$ cat config.mk
export PLATFORM = sky130hd
export DESIGN_NAME = fdc_drive_regs
export DESIGN_NICKNAME = d
export VERILOG_FILES = /design/src/fdc_regs_pkg.sv /design/src/fdc_sync_edge.sv /design/src/fdc_drive_regs.sv
export SDC_FILE = /design/constraint.sdc
export NUM_CORES = 1
export LEC_CHECK = 0
export ABC_AREA = 1
export BUFFER_PORTS_ARGS = -buffer_cell sky130_fd_sc_hd__buf_4
export CAP_MARGIN = 20
export CORE_UTILIZATION = 40
export CTS_BUF_LIST = sky130_fd_sc_hd__clkbuf_16
export DETAILED_ROUTE_END_ITERATION = 10
export HOLD_SLACK_MARGIN = 0.15
export RECOVER_POWER = 50
export SYNTH_ARGS = -nofsm -noshare
export SYNTH_HDL_FRONTEND = slang
export SYNTH_SLANG_ARGS = --single-unit
$ cat constraint.sdc
create_clock -name i_mclk -period 4.25 [get_ports i_mclk]
set_input_delay 0 -clock i_mclk [delete_from_list [all_inputs] [get_ports i_mclk]]
set_output_delay 0 -clock i_mclk [all_outputs]
set_load 0.02 [all_outputs]
$ cat src/fdc_regs_pkg.sv
/*
 drive control register bank constants: offsets, field positions, reset values, timing.
 assumes an 8-bit host data bus with a 10-bit i/o address.
*/
package fdc_regs_pkg;
   localparam logic [9:0] ADDR_STATUS_B   = 10'h3f1;
   localparam logic [9:0] ADDR_DRIVE_CTRL = 10'h3f2;
   localparam logic [9:0] ADDR_TAPE_SEL   = 10'h3f3;
   localparam logic [9:0] ADDR_DIG_IN     = 10'h3f7;
   localparam int DOR_SEL_LSB   = 0;
   localparam int DOR_RESET_BIT = 2;
   localparam int DOR_DMA_BIT   = 3;
   localparam int DOR_MOT_LSB   = 4;
   localparam logic [7:0] DOR_RESET_VAL  = 8'h00;
   localparam logic [1:0] TAPE_RESET_VAL = 2'h0;
   localparam int CLK_PERIOD_NS   = 10;
   localparam int SOFT_RESET_MIN_NS = 100;
   localparam int SOFT_RESET_CYCLES = (SOFT_RESET_MIN_NS + CLK_PERIOD_NS - 1) / CLK_PERIOD_NS;
   typedef enum logic [1:0] {
      MODE_BASIC     = 2'b00,
      MODE_ENHANCED  = 2'b01,
      MODE_ALTERNATE = 2'b11
   } status_mode_t;
endpackage

$ cat src/fdc_sync_edge.sv
/*
 two-flop synchroniser with rise and fall pulses on the controller clock.
 assumes the input is asynchronous; reset is the synchronised copy.
*/
`timescale 1ns/100ps
module fdc_sync_edge (
   input  wire logic i_mclk,
   input  wire logic i_rst_n,
   input  wire logic i_async,
   output logic      o_level,
   output logic      o_rise,
   output logic      o_fall
);
   logic meta;
   logic stage;
   logic last;
   always_ff @(posedge i_mclk or negedge i_rst_n) begin
      if (!i_rst_n) begin
         meta  <= 1'b0;
         stage <= 1'b0;
         last  <= 1'b0;
      end else begin
         meta  <= i_async;
         stage <= meta;
         last  <= stage;
      end
   end
   assign o_level = stage;
   assign o_rise  = stage & ~last;
   assign o_fall  = ~stage & last;
endmodule // fdc_sync_edge

$ cat src/fdc_drive_regs.sv
/*
 drive control registers: status b, drive output control, tape select, four-drive decode.
 assumes a synchronous host strobe interface on i_mclk; drive pins are asynchronous.
*/
// Summary of operation
// - enhanced status b bits 1:0 show motor outputs 1 and 0, hardware reset clears.
// - enhanced status b bit 2 shows the live write gate level.
// - enhanced status b bit 3 toggles on each inactive read data edge.
// - enhanced status b bit 4 toggles on each inactive write data edge.
// - enhanced status b bit 5 mirrors drive select bit 0.
// - enhanced status b bits 7:6 always read one.
// - alternate status b shows select outputs 2,3,0,1 and second drive present.
// - alternate bit 2 latches on write gate rising, cleared by input register read.
// - alternate bit 3 latches on read data inactive edge, cleared by input read.
// - alternate bit 4 latches on write data inactive edge, not gated by write gate.
// - drive control register always writable, kept through software reset.
// - bits 1:0 pick one of four drive selects.
// - bit 2 at zero holds software reset until one is written.
// - software reset lasts at least 100 ns; back-to-back writes suffice.
// - basic and alternate modes: dma bit gates request, ack, count and interrupt.
// - enhanced mode keeps dma pins enabled always; the bit still resets to zero.
// - bits 7:4 drive motor outputs 0 to 3.
// - tape select bits have no internal effect, kept through software reset.
// - tape register read drives only bits 1:0; bits 7:2 undriven.
// - tape select code zero means none, one to three select drives.
// - select goes low only with matching motor bit; motor pins are inverted bits.
// - basic mode status b read leaves the data bus undriven.
`timescale 1ns/100ps
module fdc_drive_regs
   import fdc_regs_pkg::*;
(
   input  wire logic                       i_mclk,
   input  wire logic                       i_rst_n,
   input  wire logic [9:0]                 i_addr,
   input  wire logic                       i_rd,
   input  wire logic                       i_wr,
   input  wire logic [7:0]                 i_wdata,
   input  wire fdc_regs_pkg::status_mode_t i_mode,
   input  wire logic                       i_drive_swap,
   input  wire logic                       i_write_gate,
   input  wire logic                       i_write_data,
   input  wire logic                       i_read_data_n,
   input  wire logic                       i_second_drive_present_n,
   output logic [7:0]                      o_rdata,
   output logic [7:0]                      o_rdata_oe_n,
   output logic [3:0]                      o_drive_select_n,
   output logic [3:0]                      o_motor_n,
   output logic                            o_soft_reset,
   output logic                            o_dma_pins_enable,
   output logic [1:0]                      o_tape_select
);
   import fdc_regs_pkg::*;

   logic rst_meta;
   logic rst_sync_n;
   always_ff @(posedge i_mclk or negedge i_rst_n) begin
      if (!i_rst_n) begin
         rst_meta   <= 1'b0;
         rst_sync_n <= 1'b0;
      end else begin
         rst_meta   <= 1'b1;
         rst_sync_n <= rst_meta;
      end
   end

   // drive pins are off-clock; every one goes through a synchroniser
   logic wg_lvl, wg_rise, rd_lvl, rd_fall, wd_fall, drv2_lvl;
   logic wg_f_unused, rd_r_unused, wd_lvl_unused, wd_r_unused, d2_r_unused, d2_f_unused;
   fdc_sync_edge u_write_gate_out (
      .i_mclk  (i_mclk),
      .i_rst_n (rst_sync_n),
      .i_async (i_write_gate),
      .o_level (wg_lvl),
      .o_rise  (wg_rise),
      .o_fall  (wg_f_unused)
   );
   // read data pin is active low; its inactive edge is the rising edge of the pin
   fdc_sync_edge u_rdata (
      .i_mclk  (i_mclk),
      .i_rst_n (rst_sync_n),
      .i_async (~i_read_data_n),
      .o_level (rd_lvl),
      .o_rise  (rd_r_unused),
      .o_fall  (rd_fall)
   );
   fdc_sync_edge u_wdata (
      .i_mclk  (i_mclk),
      .i_rst_n (rst_sync_n),
      .i_async (i_write_data),
      .o_level (wd_lvl_unused),
      .o_rise  (wd_r_unused),
      .o_fall  (wd_fall)
   );
   // second drive level is only shown, never edge-detected
   fdc_sync_edge u_drv2 (
      .i_mclk  (i_mclk),
      .i_rst_n (rst_sync_n),
      .i_async (i_second_drive_present_n),
      .o_level (drv2_lvl),
      .o_rise  (d2_r_unused),
      .o_fall  (d2_f_unused)
   );

   wire sel_srb  = (i_addr == ADDR_STATUS_B);
   wire sel_dor  = (i_addr == ADDR_DRIVE_CTRL);
   wire sel_tape = (i_addr == ADDR_TAPE_SEL);
   wire dir_read = i_rd & (i_addr == ADDR_DIG_IN);
   wire wr_dor   = i_wr & sel_dor;
   wire wr_tape  = i_wr & sel_tape;

   logic [7:0] drive_output_control;
   logic [1:0] tape_select_holding;
   always_ff @(posedge i_mclk or negedge rst_sync_n) begin
      if (!rst_sync_n) begin
         drive_output_control <= DOR_RESET_VAL;
         tape_select_holding  <= TAPE_RESET_VAL;
      end else begin
         if (wr_dor) drive_output_control <= i_wdata;
         if (wr_tape) tape_select_holding <= i_wdata[1:0];
      end
   end

   wire [1:0] drive_num = drive_output_control[DOR_SEL_LSB +: 2];
   wire [3:0] motor_bits = drive_output_control[DOR_MOT_LSB +: 4];
   // swap exchanges drive 0 and 1 on both the select and motor mapping
   wire [1:0] phys_num = (i_drive_swap && !drive_num[1]) ? {1'b0, ~drive_num[0]} : drive_num;
   wire [3:0] phys_mot = i_drive_swap ? {motor_bits[3:2], motor_bits[0], motor_bits[1]} : motor_bits;
   wire [3:0] one_hot = 4'h1 << phys_num;
   wire [3:0] next_sel_n = ~(one_hot & phys_mot);
   wire [3:0] next_mot_n = ~phys_mot;

   // software reset stretched to the minimum width even for back-to-back writes
   logic [3:0] srst_cnt;
   wire srst_req = ~drive_output_control[DOR_RESET_BIT];
   always_ff @(posedge i_mclk or negedge rst_sync_n) begin
      if (!rst_sync_n) srst_cnt <= 4'h0;
      else if (srst_req) srst_cnt <= 4'(SOFT_RESET_CYCLES);
      else if (srst_cnt != 4'h0) srst_cnt <= srst_cnt - 4'h1;
   end

   // toggle and latch bits; set wins over a same-cycle read clear
   logic rd_tog, wd_tog, wg_ff, rd_ff, wd_ff;
   always_ff @(posedge i_mclk or negedge rst_sync_n) begin
      if (!rst_sync_n) begin
         rd_tog <= 1'b0;
         wd_tog <= 1'b0;
         wg_ff  <= 1'b0;
         rd_ff  <= 1'b0;
         wd_ff  <= 1'b0;
      end else begin
         if (rd_fall) rd_tog <= ~rd_tog;
         if (wd_fall) wd_tog <= ~wd_tog;
         wg_ff <= wg_rise | (wg_ff & ~dir_read);
         rd_ff <= rd_fall | (rd_ff & ~dir_read);
         wd_ff <= wd_fall | (wd_ff & ~dir_read);
      end
   end

   // motor bits follow the live pins, so a swap is reflected too
   wire [7:0] srb_enh = {2'b11, drive_num[0], wd_tog, rd_tog, wg_lvl, ~o_motor_n[1:0]};
   wire [7:0] srb_alt = {drv2_lvl, o_drive_select_n[1], o_drive_select_n[0], wd_ff, rd_ff, wg_ff,
                         o_drive_select_n[3], o_drive_select_n[2]};
   wire        srb_drive = i_rd & sel_srb & (i_mode != MODE_BASIC);
   wire        tape_drive = i_rd & sel_tape;
   wire        dor_drive = i_rd & sel_dor;
   wire [7:0] next_rdata = srb_drive ? ((i_mode == MODE_ENHANCED) ? srb_enh : srb_alt)
                         : dor_drive ? drive_output_control
                         : tape_drive ? {6'h00, tape_select_holding} : 8'h00;
   wire [7:0] next_oe_n = (srb_drive | dor_drive) ? 8'h00
                        : tape_drive ? 8'hfc : 8'hff;
   wire next_dma_en = (i_mode == MODE_ENHANCED) | drive_output_control[DOR_DMA_BIT];

   always_ff @(posedge i_mclk or negedge rst_sync_n) begin
      if (!rst_sync_n) begin
         o_rdata           <= 8'h00;
         o_rdata_oe_n      <= 8'hff;
         o_drive_select_n  <= 4'hf;
         o_motor_n         <= 4'hf;
         o_soft_reset      <= 1'b0;
         o_tape_select     <= 2'h0;
      end else begin
         o_rdata           <= next_rdata;
         o_rdata_oe_n      <= next_oe_n;
         o_drive_select_n  <= next_sel_n;
         o_motor_n         <= next_mot_n;
         o_soft_reset      <= srst_req | (srst_cnt != 4'h0);
         o_tape_select     <= tape_select_holding;
      end
   end

   // no reset here: enhanced mode keeps the dma pins enabled even while reset holds
   // the register at zero, which makes next_dma_en follow the mode alone
   always_ff @(posedge i_mclk) begin
      o_dma_pins_enable <= next_dma_en;
   end

   chk_soft_reset_width: assert property (@(posedge i_mclk) disable iff (!rst_sync_n)
      $rose(o_soft_reset) |-> o_soft_reset [*8]) else $error("soft reset too short");
   chk_reset_hold: assert property (@(posedge i_mclk) disable iff (!rst_sync_n)
      srst_req |=> o_soft_reset) else $error("soft reset not asserted");
   chk_one_select: assert property (@(posedge i_mclk) disable iff (!rst_sync_n)
      $onehot0(~o_drive_select_n)) else $error("more than one drive selected");
   chk_select_needs_motor: assert property (@(posedge i_mclk) disable iff (!rst_sync_n)
      (o_motor_n == 4'hf) |-> (o_drive_select_n == 4'hf)) else $error("select without motor");
   chk_motor_follow: assert property (@(posedge i_mclk) disable iff (!rst_sync_n)
      wr_dor && !i_drive_swap ##1 !i_drive_swap |=> o_motor_n == ~$past(i_wdata[7:4], 2))
      else $error("motor outputs wrong");
   chk_rd_toggle: assert property (@(posedge i_mclk) disable iff (!rst_sync_n)
      rd_fall |=> rd_tog != $past(rd_tog)) else $error("read toggle missed");
   chk_wd_toggle: assert property (@(posedge i_mclk) disable iff (!rst_sync_n)
      wd_fall |=> wd_tog != $past(wd_tog)) else $error("write toggle missed");
   chk_wg_latch: assert property (@(posedge i_mclk) disable iff (!rst_sync_n)
      wg_rise |=> wg_ff) else $error("write gate latch missed");
   chk_rd_latch: assert property (@(posedge i_mclk) disable iff (!rst_sync_n)
      rd_fall |=> rd_ff) else $error("read data latch missed");
   chk_wd_clear: assert property (@(posedge i_mclk) disable iff (!rst_sync_n)
      dir_read && !wd_fall |=> !wd_ff) else $error("write data latch not cleared");
   chk_basic_float: assert property (@(posedge i_mclk) disable iff (!rst_sync_n)
      i_rd && sel_srb && i_mode == MODE_BASIC |=> o_rdata_oe_n == 8'hff)
      else $error("status b driven in basic mode");
   chk_tape_float: assert property (@(posedge i_mclk) disable iff (!rst_sync_n)
      i_rd && sel_tape |=> o_rdata_oe_n == 8'hfc) else $error("tape read lanes wrong");
   chk_dma_enh: assert property (@(posedge i_mclk) disable iff (!rst_sync_n)
      i_mode == MODE_ENHANCED |=> o_dma_pins_enable) else $error("dma pins gated in enhanced");
   chk_enh_reserved: assert property (@(posedge i_mclk) disable iff (!rst_sync_n)
      srb_drive && i_mode == MODE_ENHANCED |=> o_rdata[7:6] == 2'b11) else $error("reserved bits");

   // status b read-back, checked against the sources one cycle earlier
   chk_enh_motor_bits: assert property (@(posedge i_mclk) disable iff (!rst_sync_n)
      srb_drive && i_mode == MODE_ENHANCED |=> o_rdata[1:0] == ~$past(o_motor_n[1:0]))
      else $error("status b motor bits wrong");
   chk_enh_write_gate_out: assert property (@(posedge i_mclk) disable iff (!rst_sync_n)
      srb_drive && i_mode == MODE_ENHANCED |=> o_rdata[2] == $past(wg_lvl))
      else $error("status b write gate wrong");
   chk_enh_dsel0: assert property (@(posedge i_mclk) disable iff (!rst_sync_n)
      srb_drive && i_mode == MODE_ENHANCED |=> o_rdata[5] == $past(drive_output_control[0]))
      else $error("status b drive select wrong");
   chk_alt_selects: assert property (@(posedge i_mclk) disable iff (!rst_sync_n)
      srb_drive && i_mode == MODE_ALTERNATE |=>
         {o_rdata[6:5], o_rdata[1:0]} == $past({o_drive_select_n[1:0], o_drive_select_n[3:2]}))
      else $error("alternate select bits wrong");
   chk_alt_drv2: assert property (@(posedge i_mclk) disable iff (!rst_sync_n)
      srb_drive && i_mode == MODE_ALTERNATE |=> o_rdata[7] == $past(drv2_lvl))
      else $error("alternate drive present wrong");

   // latch clears and the write data latch set; a same-cycle set is excluded from the clears because set wins
   chk_wg_clear: assert property (@(posedge i_mclk) disable iff (!rst_sync_n)
      dir_read && !wg_rise |=> !wg_ff)
      else $error("write gate latch not cleared");
   chk_rd_clear: assert property (@(posedge i_mclk) disable iff (!rst_sync_n)
      dir_read && !rd_fall |=> !rd_ff)
      else $error("read data latch not cleared");
   chk_wd_latch: assert property (@(posedge i_mclk) disable iff (!rst_sync_n)
      wd_fall |=> wd_ff)
      else $error("write data latch missed");

   // register storage and output mapping
   chk_dor_write: assert property (@(posedge i_mclk) disable iff (!rst_sync_n)
      wr_dor |=> drive_output_control == $past(i_wdata))
      else $error("drive control write lost");
   chk_tape_store: assert property (@(posedge i_mclk) disable iff (!rst_sync_n)
      wr_tape |=> tape_select_holding == $past(i_wdata[1:0]))
      else $error("tape select write lost");
   chk_tape_read: assert property (@(posedge i_mclk) disable iff (!rst_sync_n)
      i_rd && sel_tape |=> o_rdata[1:0] == $past(tape_select_holding))
      else $error("tape select read wrong");
   chk_srst_release: assert property (@(posedge i_mclk) disable iff (!rst_sync_n)
      !srst_req && srst_cnt == 4'h0 |=> !o_soft_reset)
      else $error("soft reset stuck");
   chk_dma_gated: assert property (@(posedge i_mclk) disable iff (!rst_sync_n)
      i_mode != MODE_ENHANCED |=> o_dma_pins_enable == $past(drive_output_control[DOR_DMA_BIT]))
      else $error("dma gate does not follow bit");
   chk_motor_map: assert property (@(posedge i_mclk) disable iff (!rst_sync_n)
      !i_drive_swap |=> o_motor_n == ~$past(drive_output_control[7:4]))
      else $error("motor mapping wrong");
   chk_swap_map: assert property (@(posedge i_mclk) disable iff (!rst_sync_n)
      i_drive_swap && drive_output_control[1:0] == 2'h0 && drive_output_control[4] |=>
         o_drive_select_n == 4'hd)
      else $error("swapped drive 0 not on select 1");

   cov_soft_reset: cover property (@(posedge i_mclk) disable iff (!rst_sync_n) $fell(o_soft_reset));
   cov_swap_select: cover property (@(posedge i_mclk) disable iff (!rst_sync_n)
      i_drive_swap && o_drive_select_n == 4'hd);
   cov_alt_latches: cover property (@(posedge i_mclk) disable iff (!rst_sync_n)
      wg_ff && rd_ff && wd_ff);
   cov_drive3: cover property (@(posedge i_mclk) disable iff (!rst_sync_n) o_drive_select_n == 4'h7);
   cov_dir_clear: cover property (@(posedge i_mclk) disable iff (!rst_sync_n) dir_read && wg_ff);
endmodule // fdc_drive_regs

=== Word-level counts from Yosys, hierarchy flattened ===
Cells that the tools add are included.

* Bits in registers: 60
* Input bits: 29
* Output and inout port bits: 28
* Word-level logic and storage cells: 82

* $add $sub $neg: 1
* Equal/unequal tests: 6
* Shifts and indexed selects: 1
* Mux-type cells: 10
* Bitwise operators: 32
* Reduce and logical (&&, ||, !) cells: 4

{| class="wikitable"
|+ Operators by type and width
! operator !! count
|-
| == test 10 bit, second input constant || 4
|-
| two-way mux 8 bit || 4
|-
| bitwise AND 1 bit || 13
|-
| NOT 1 bit || 9
|-
| two-way mux 2 bit || 4
|-
| two-way mux 4 bit || 2
|-
| NOT 4 bit || 2
|-
| bitwise OR 1 bit || 6
|-
| bitwise AND 4 bit || 1
|-
| nonzero test 4 bit || 1
|-
| left shift 1 x 2 -> 4 bit, first input constant || 1
|-
| subtractor 4 x 1 -> 4 bit, second input constant || 1
|-
| == test 2 x 1 -> 1 bit, second input constant || 1
|-
| inequality test 2 x 1 -> 1 bit, second input constant || 1
|-
| NOT 2 bit || 1
|-
| nonzero test 2 bit || 1
|-
| logical AND 1 bit || 1
|-
| zero test 1 bit || 1
|}

=== Logic depth before layout (Yosys ltp) ===
* Depth in word-level cells: 6
* Gate-level depth with buffers: 11
* Gate-level depth less buffers: 10

=== Hierarchy ===
Synthesis repeated with hierarchy kept, for this count alone.

* Cell total of the unflattened synthesis: 230
* Area total of the unflattened synthesis: 2289.7 um2

{| class="wikitable"
|+ By module, submodules not included
! module !! times used !! cells an instance !! area an instance (um2) !! sequential area each (um2)
|-
| fdc_drive_regs || 1 || 202 || 1929.4 || 1083.5
|-
| fdc_sync_edge || 4 || 7 || 90.1 || 75.1
|}

=== Worst setup path after synthesis ===
OpenSTA, ideal clock, no wires.

* Kind: register to register
* Start point: reg srst_cnt[0]
* End point: reg srst_cnt[0]
* Arrival time: 1095 ps
* Data required time: 4129 ps
* Slack: 3033 ps
* Cell stages (with the launch flop): 8
* Buffers on the path: 0
* Period minus slack after synthesis: 1217 ps
* Path through: dfrtp_1 -> inv_1 -> ha_1 -> inv_1 -> nor4_2 -> nor2_1 -> nand2_1 -> o21ai_1

* Word-level cells in the longest chain between the ends: 3

{| class="wikitable"
|+ Ends and longest elaborated chain
! what !! RTL line !! text
|-
| from (decl) || fdc_drive_regs.sv:133 || <nowiki>logic [3:0] srst_cnt;</nowiki>
|-
| from (signal assigned) || fdc_drive_regs.sv:137 || <nowiki>else if (srst_req) srst_cnt <= 4'(SOFT_RESET_CYCLES);</nowiki>
|-
| from (signal assigned) || fdc_drive_regs.sv:138 || <nowiki>else if (srst_cnt != 4'h0) srst_cnt <= srst_cnt - 4'h1;</nowiki>
|-
| subtractor 4 x 1 -> 4 bit || fdc_drive_regs.sv:138 ||
|-
| two-way mux 4 bit || fdc_drive_regs.sv:138 ||
|-
| two-way mux 4 bit || fdc_drive_regs.sv:137 ||
|}

Several ways; a longest one is shown, not always the timed one. The select of a mux whose other input is x is not followed.
A chain may end at the register's enable or synchronous reset.

==> flow_summary_export.csv <==
group,metric,value,unit
logic_synthesis,synth_nets,253,
floorplan,die_h,76.4,um
layout,post-route-util,0.572,
route,routed_wl,4.22,mm
power_and_ir_drop,pwr-share-clk,0.334,
clock_network,cts_buffers,5,
clock_network,cts-root-buf,"clkbuf_16",
layout,nFillCells,470,
setup_path,slowest_stage,"clkbuf_1",
floorplan,dieArea,5840,um^2
global_route,grt_overflow,0,
clock_network,clockBufferDepth,2,
run_status,violations,"max-capacitance violations, max-slew violations",
power_and_ir_drop,p_int,0.854,mW
layout,register_area,1360,um^2
setup_path,path_depth,1,
layout,multi_input_area,631,um^2
clock_network,clk_latency,0.28,ns
setup_path,cp-end-kind,"async pin",
timing,setup-violations-final,0,
floorplan,design.core.area,5200,um^2
layout,stdcell_area,2980,um^2
setup_path,cpPeakStageDelay,1.26,ns
logic_synthesis,synth.top_cell.area_share,0.486,
timing,period_needed,2.29,ns
clock_network,cts_num_sinks,54,
timing,finalCritPeriodShare,0.539,
layout,area_growth,34.4,%
timing,fmax,437,MHz
power_and_ir_drop,p_sw,0.279,mW
clock_network,clk_pin_slew,0.06,ns
timing,whs,0.160,ns
logic_synthesis,synth_area_leader_cell,"dfrtp_1",
global_route,grt_pass1_wl,7.27,mm
setup_path,crit_chain,"clkbuf_1",
clock_network,htreeDepth,2,
layout,drive_above_1_share,0.291,
setup_path,crit_required,4.34,ns
route,viasPerCell,4.46,
timing,rsz0062_at_grt,"false",
power_and_ir_drop,ir_worst_vdd,343,uV
floorplan,die_x,76.4,um
setup_path,crit_family,"buffers and inverters",
layout,stdcell_count,369,
logic_synthesis,seq_area_frac_synth,0.613,
setup_path,crit_arrival,2.38,ns
layout,nets,328,
logic_synthesis,synthCells,223,
timing,postLayoutSetupSlackWorst,1.96,ns
logic_synthesis,syn_area,2220,um^2
route,ant_nets,0,
route,drt-wirelength-per-cell,11.4,um
run_status,status,"finished, violations left",
placement,dp_slack,2.88,ns
timing,tightest_slew,1.66,ns
hold_path,whs_path_depth,5,
power_and_ir_drop,power,1.13,mW
power_and_ir_drop,p_sw_frac,0.246,
placement,placed_area,2650,um^2
timing,maxSlewViolCount,34,
route,vias,1644,
logic_synthesis,synthTopCellsByArea,"dfrtp_1, dfstp_2, nand2_1",
global_route,grt_antenna_before_repair,0,
setup_path,r2r_cells,1,
timing,finalHoldViolations,0,
placement,dp_hpwl,2.94,mm
timing,skew,0.00225,ns
setup_path,crit_buf_inv,1,
placement,portBuffers,56,
logic_synthesis,ys_types,33,
power_and_ir_drop,p_leak,1.57,nW
setup_path,worst-setup-path-type,"flip-flop to async pin",
global_route,grt_max_degree,52,
route,drcViolationCount,0,
timing,fin_tns_setup,0,ns
route,firstDrtPassIters,4,
logic_synthesis,avgSynthCellArea,9.94,um^2
logic_synthesis,ys_warn_count,0,
clock_network,cts_tree,"done",
layout,antenna_cells,0,
timing,max_slew_margin,-0.106,
job,cap_violations,1,
global_route,grt_pass1_vias,1635,
route,drt_iter0_drc,110,
power_and_ir_drop,pwr-share-comb,0.150,
setup_path,worst_setup_path_start_kind,"flip-flop",
power_and_ir_drop,seqPwrFrac,0.516,
floorplan,io_pins,57,
floorplan,start_util,0.426,
placement,globalplace.congestion,0.748,
hold_path,holdCritPathClass,"input port to flip-flop",
placement,place_inst,340,
global_route,grt_use_total,0.158,
setup_path,cp_max_fo,33,
floorplan,row_count,26,
logic_synthesis,synth_seq_cells,54,
power_and_ir_drop,pwr_density_cell,380,nW/um^2
kinds of logic after synthesis:
| group | after synthesis | share of synthesized area |
|---|---|---|
| other | 1 | 0.00169 |
| DFF | 54 | 0.613 |
| buffers and inverters | 48 | 0.102 |
| and+or+nand+nor | 88 | 0.194 |
| AOI/OAI and AO/OA | 27 | 0.0672 |
| adders and majority gates | 1 | 0.00565 |
| xor gates and xnor gates | 4 | 0.0158 |
area by class of cell:
class	instances	share of cell area
multi-input combinational	121	0.212
inverter	39	0.0508
sequential	54	0.456
tap	70	0.0294
clock inverter	3	0.00420
timing repair buffer	77	0.206
clock buffer	5	0.0420
registers in the layout, indices dropped and copies added, names as in the netlist, 2 cells and up:
name                  count
o_rdata                   8
drive_output_control      8
o_drive_select_n          4
srst_cnt                  4
o_rdata_oe_n              2
o_motor_n                 4
o_tape_select             2
tape_select_holding       2
power groups by stage:
stage          registers (mW)  clock network [mW]  logic, mW
2_1_floorplan           0.601                   0     0.0941
3_5_place_dp            0.600                   0      0.152
4_1_cts                 0.591               0.386      0.166
3_3_place_gp            0.599                   0      0.146
5_1_grt                 0.590               0.409      0.196
6_report                0.584               0.378      0.170
cells in the mapped netlist (all sizes together):
library cell	count
nor3	5
nor4	1
conb	1
dfrtp	43
clkbuf	1
nand3	11
inv	38
ha	1
dfstp	10
o21ai	15
buf	8
xor2	3
a22oi	1
xnor2	1
a21oi	8
dfxtp	1
nand4	2
nor2	23
clkinv	1
o211ai	3
nand2	46
path summary, 6_finish.rpt:
kind / from / slack (ns) / endpoint
min in group asynchronous: rst_sync_n / 0.31 / u_write_gate_out.last
worst min register to register: rst_sync_n / 0.31 / u_write_gate_out.last
worst min-delay path: i_addr[3] / 0.16 / wd_ff
worst max-delay path: rst_sync_n / 1.96 / o_rdata[0]
max in group i_mclk: srst_cnt[0] / 2.86 / srst_cnt[1]
worst max register to register: rst_sync_n / 1.96 / o_rdata[0]
routing by layer:
| metal | routed length (um) | GRT usage |
|---|---|---|
| met1 | 1870 | 0.199 |
| met2 | 2000 | 0.264 |
| met3 | 289 | 0.0431 |
| met4 | 57 | 0.0519 |
| met5 | 0 | 0 |
layout by cell type (no fill, tap or decap), types with 2 or more instances in the layout:
cell	n
o21ai_1	9
inv_1	36
buf_4	48
dlygate4sd3_1	20
a21oi_1	8
nand2_2	3
o211ai_1	3
o21ai_0	5
nor2_1	17
nor2_2	4
xor2_1	3
dfrtp_1	43
clkbuf_4	5
nand2_1	42
clkbuf_1	4
nand4_1	2
inv_2	3
dfstp_2	10
clkbuf_16	5
nor3_1	5
nand3_1	9
what timing repair did:
action	4_1_cts	5_1_grt
setup buffers	0	0
resized for setup	0	0
endpoints found under the setup margin	0	0
hold buffers	20	0
hold endpoints to repair	22	0
worst min-delay path: stages:
cell and delay, ns:
buf_4 0.10, nor3_1 0.04, nand3_1 0.14, nand2_1 0.08, nand2_1 0.05
No activity file was read; power rests on OpenSTA's default activity.
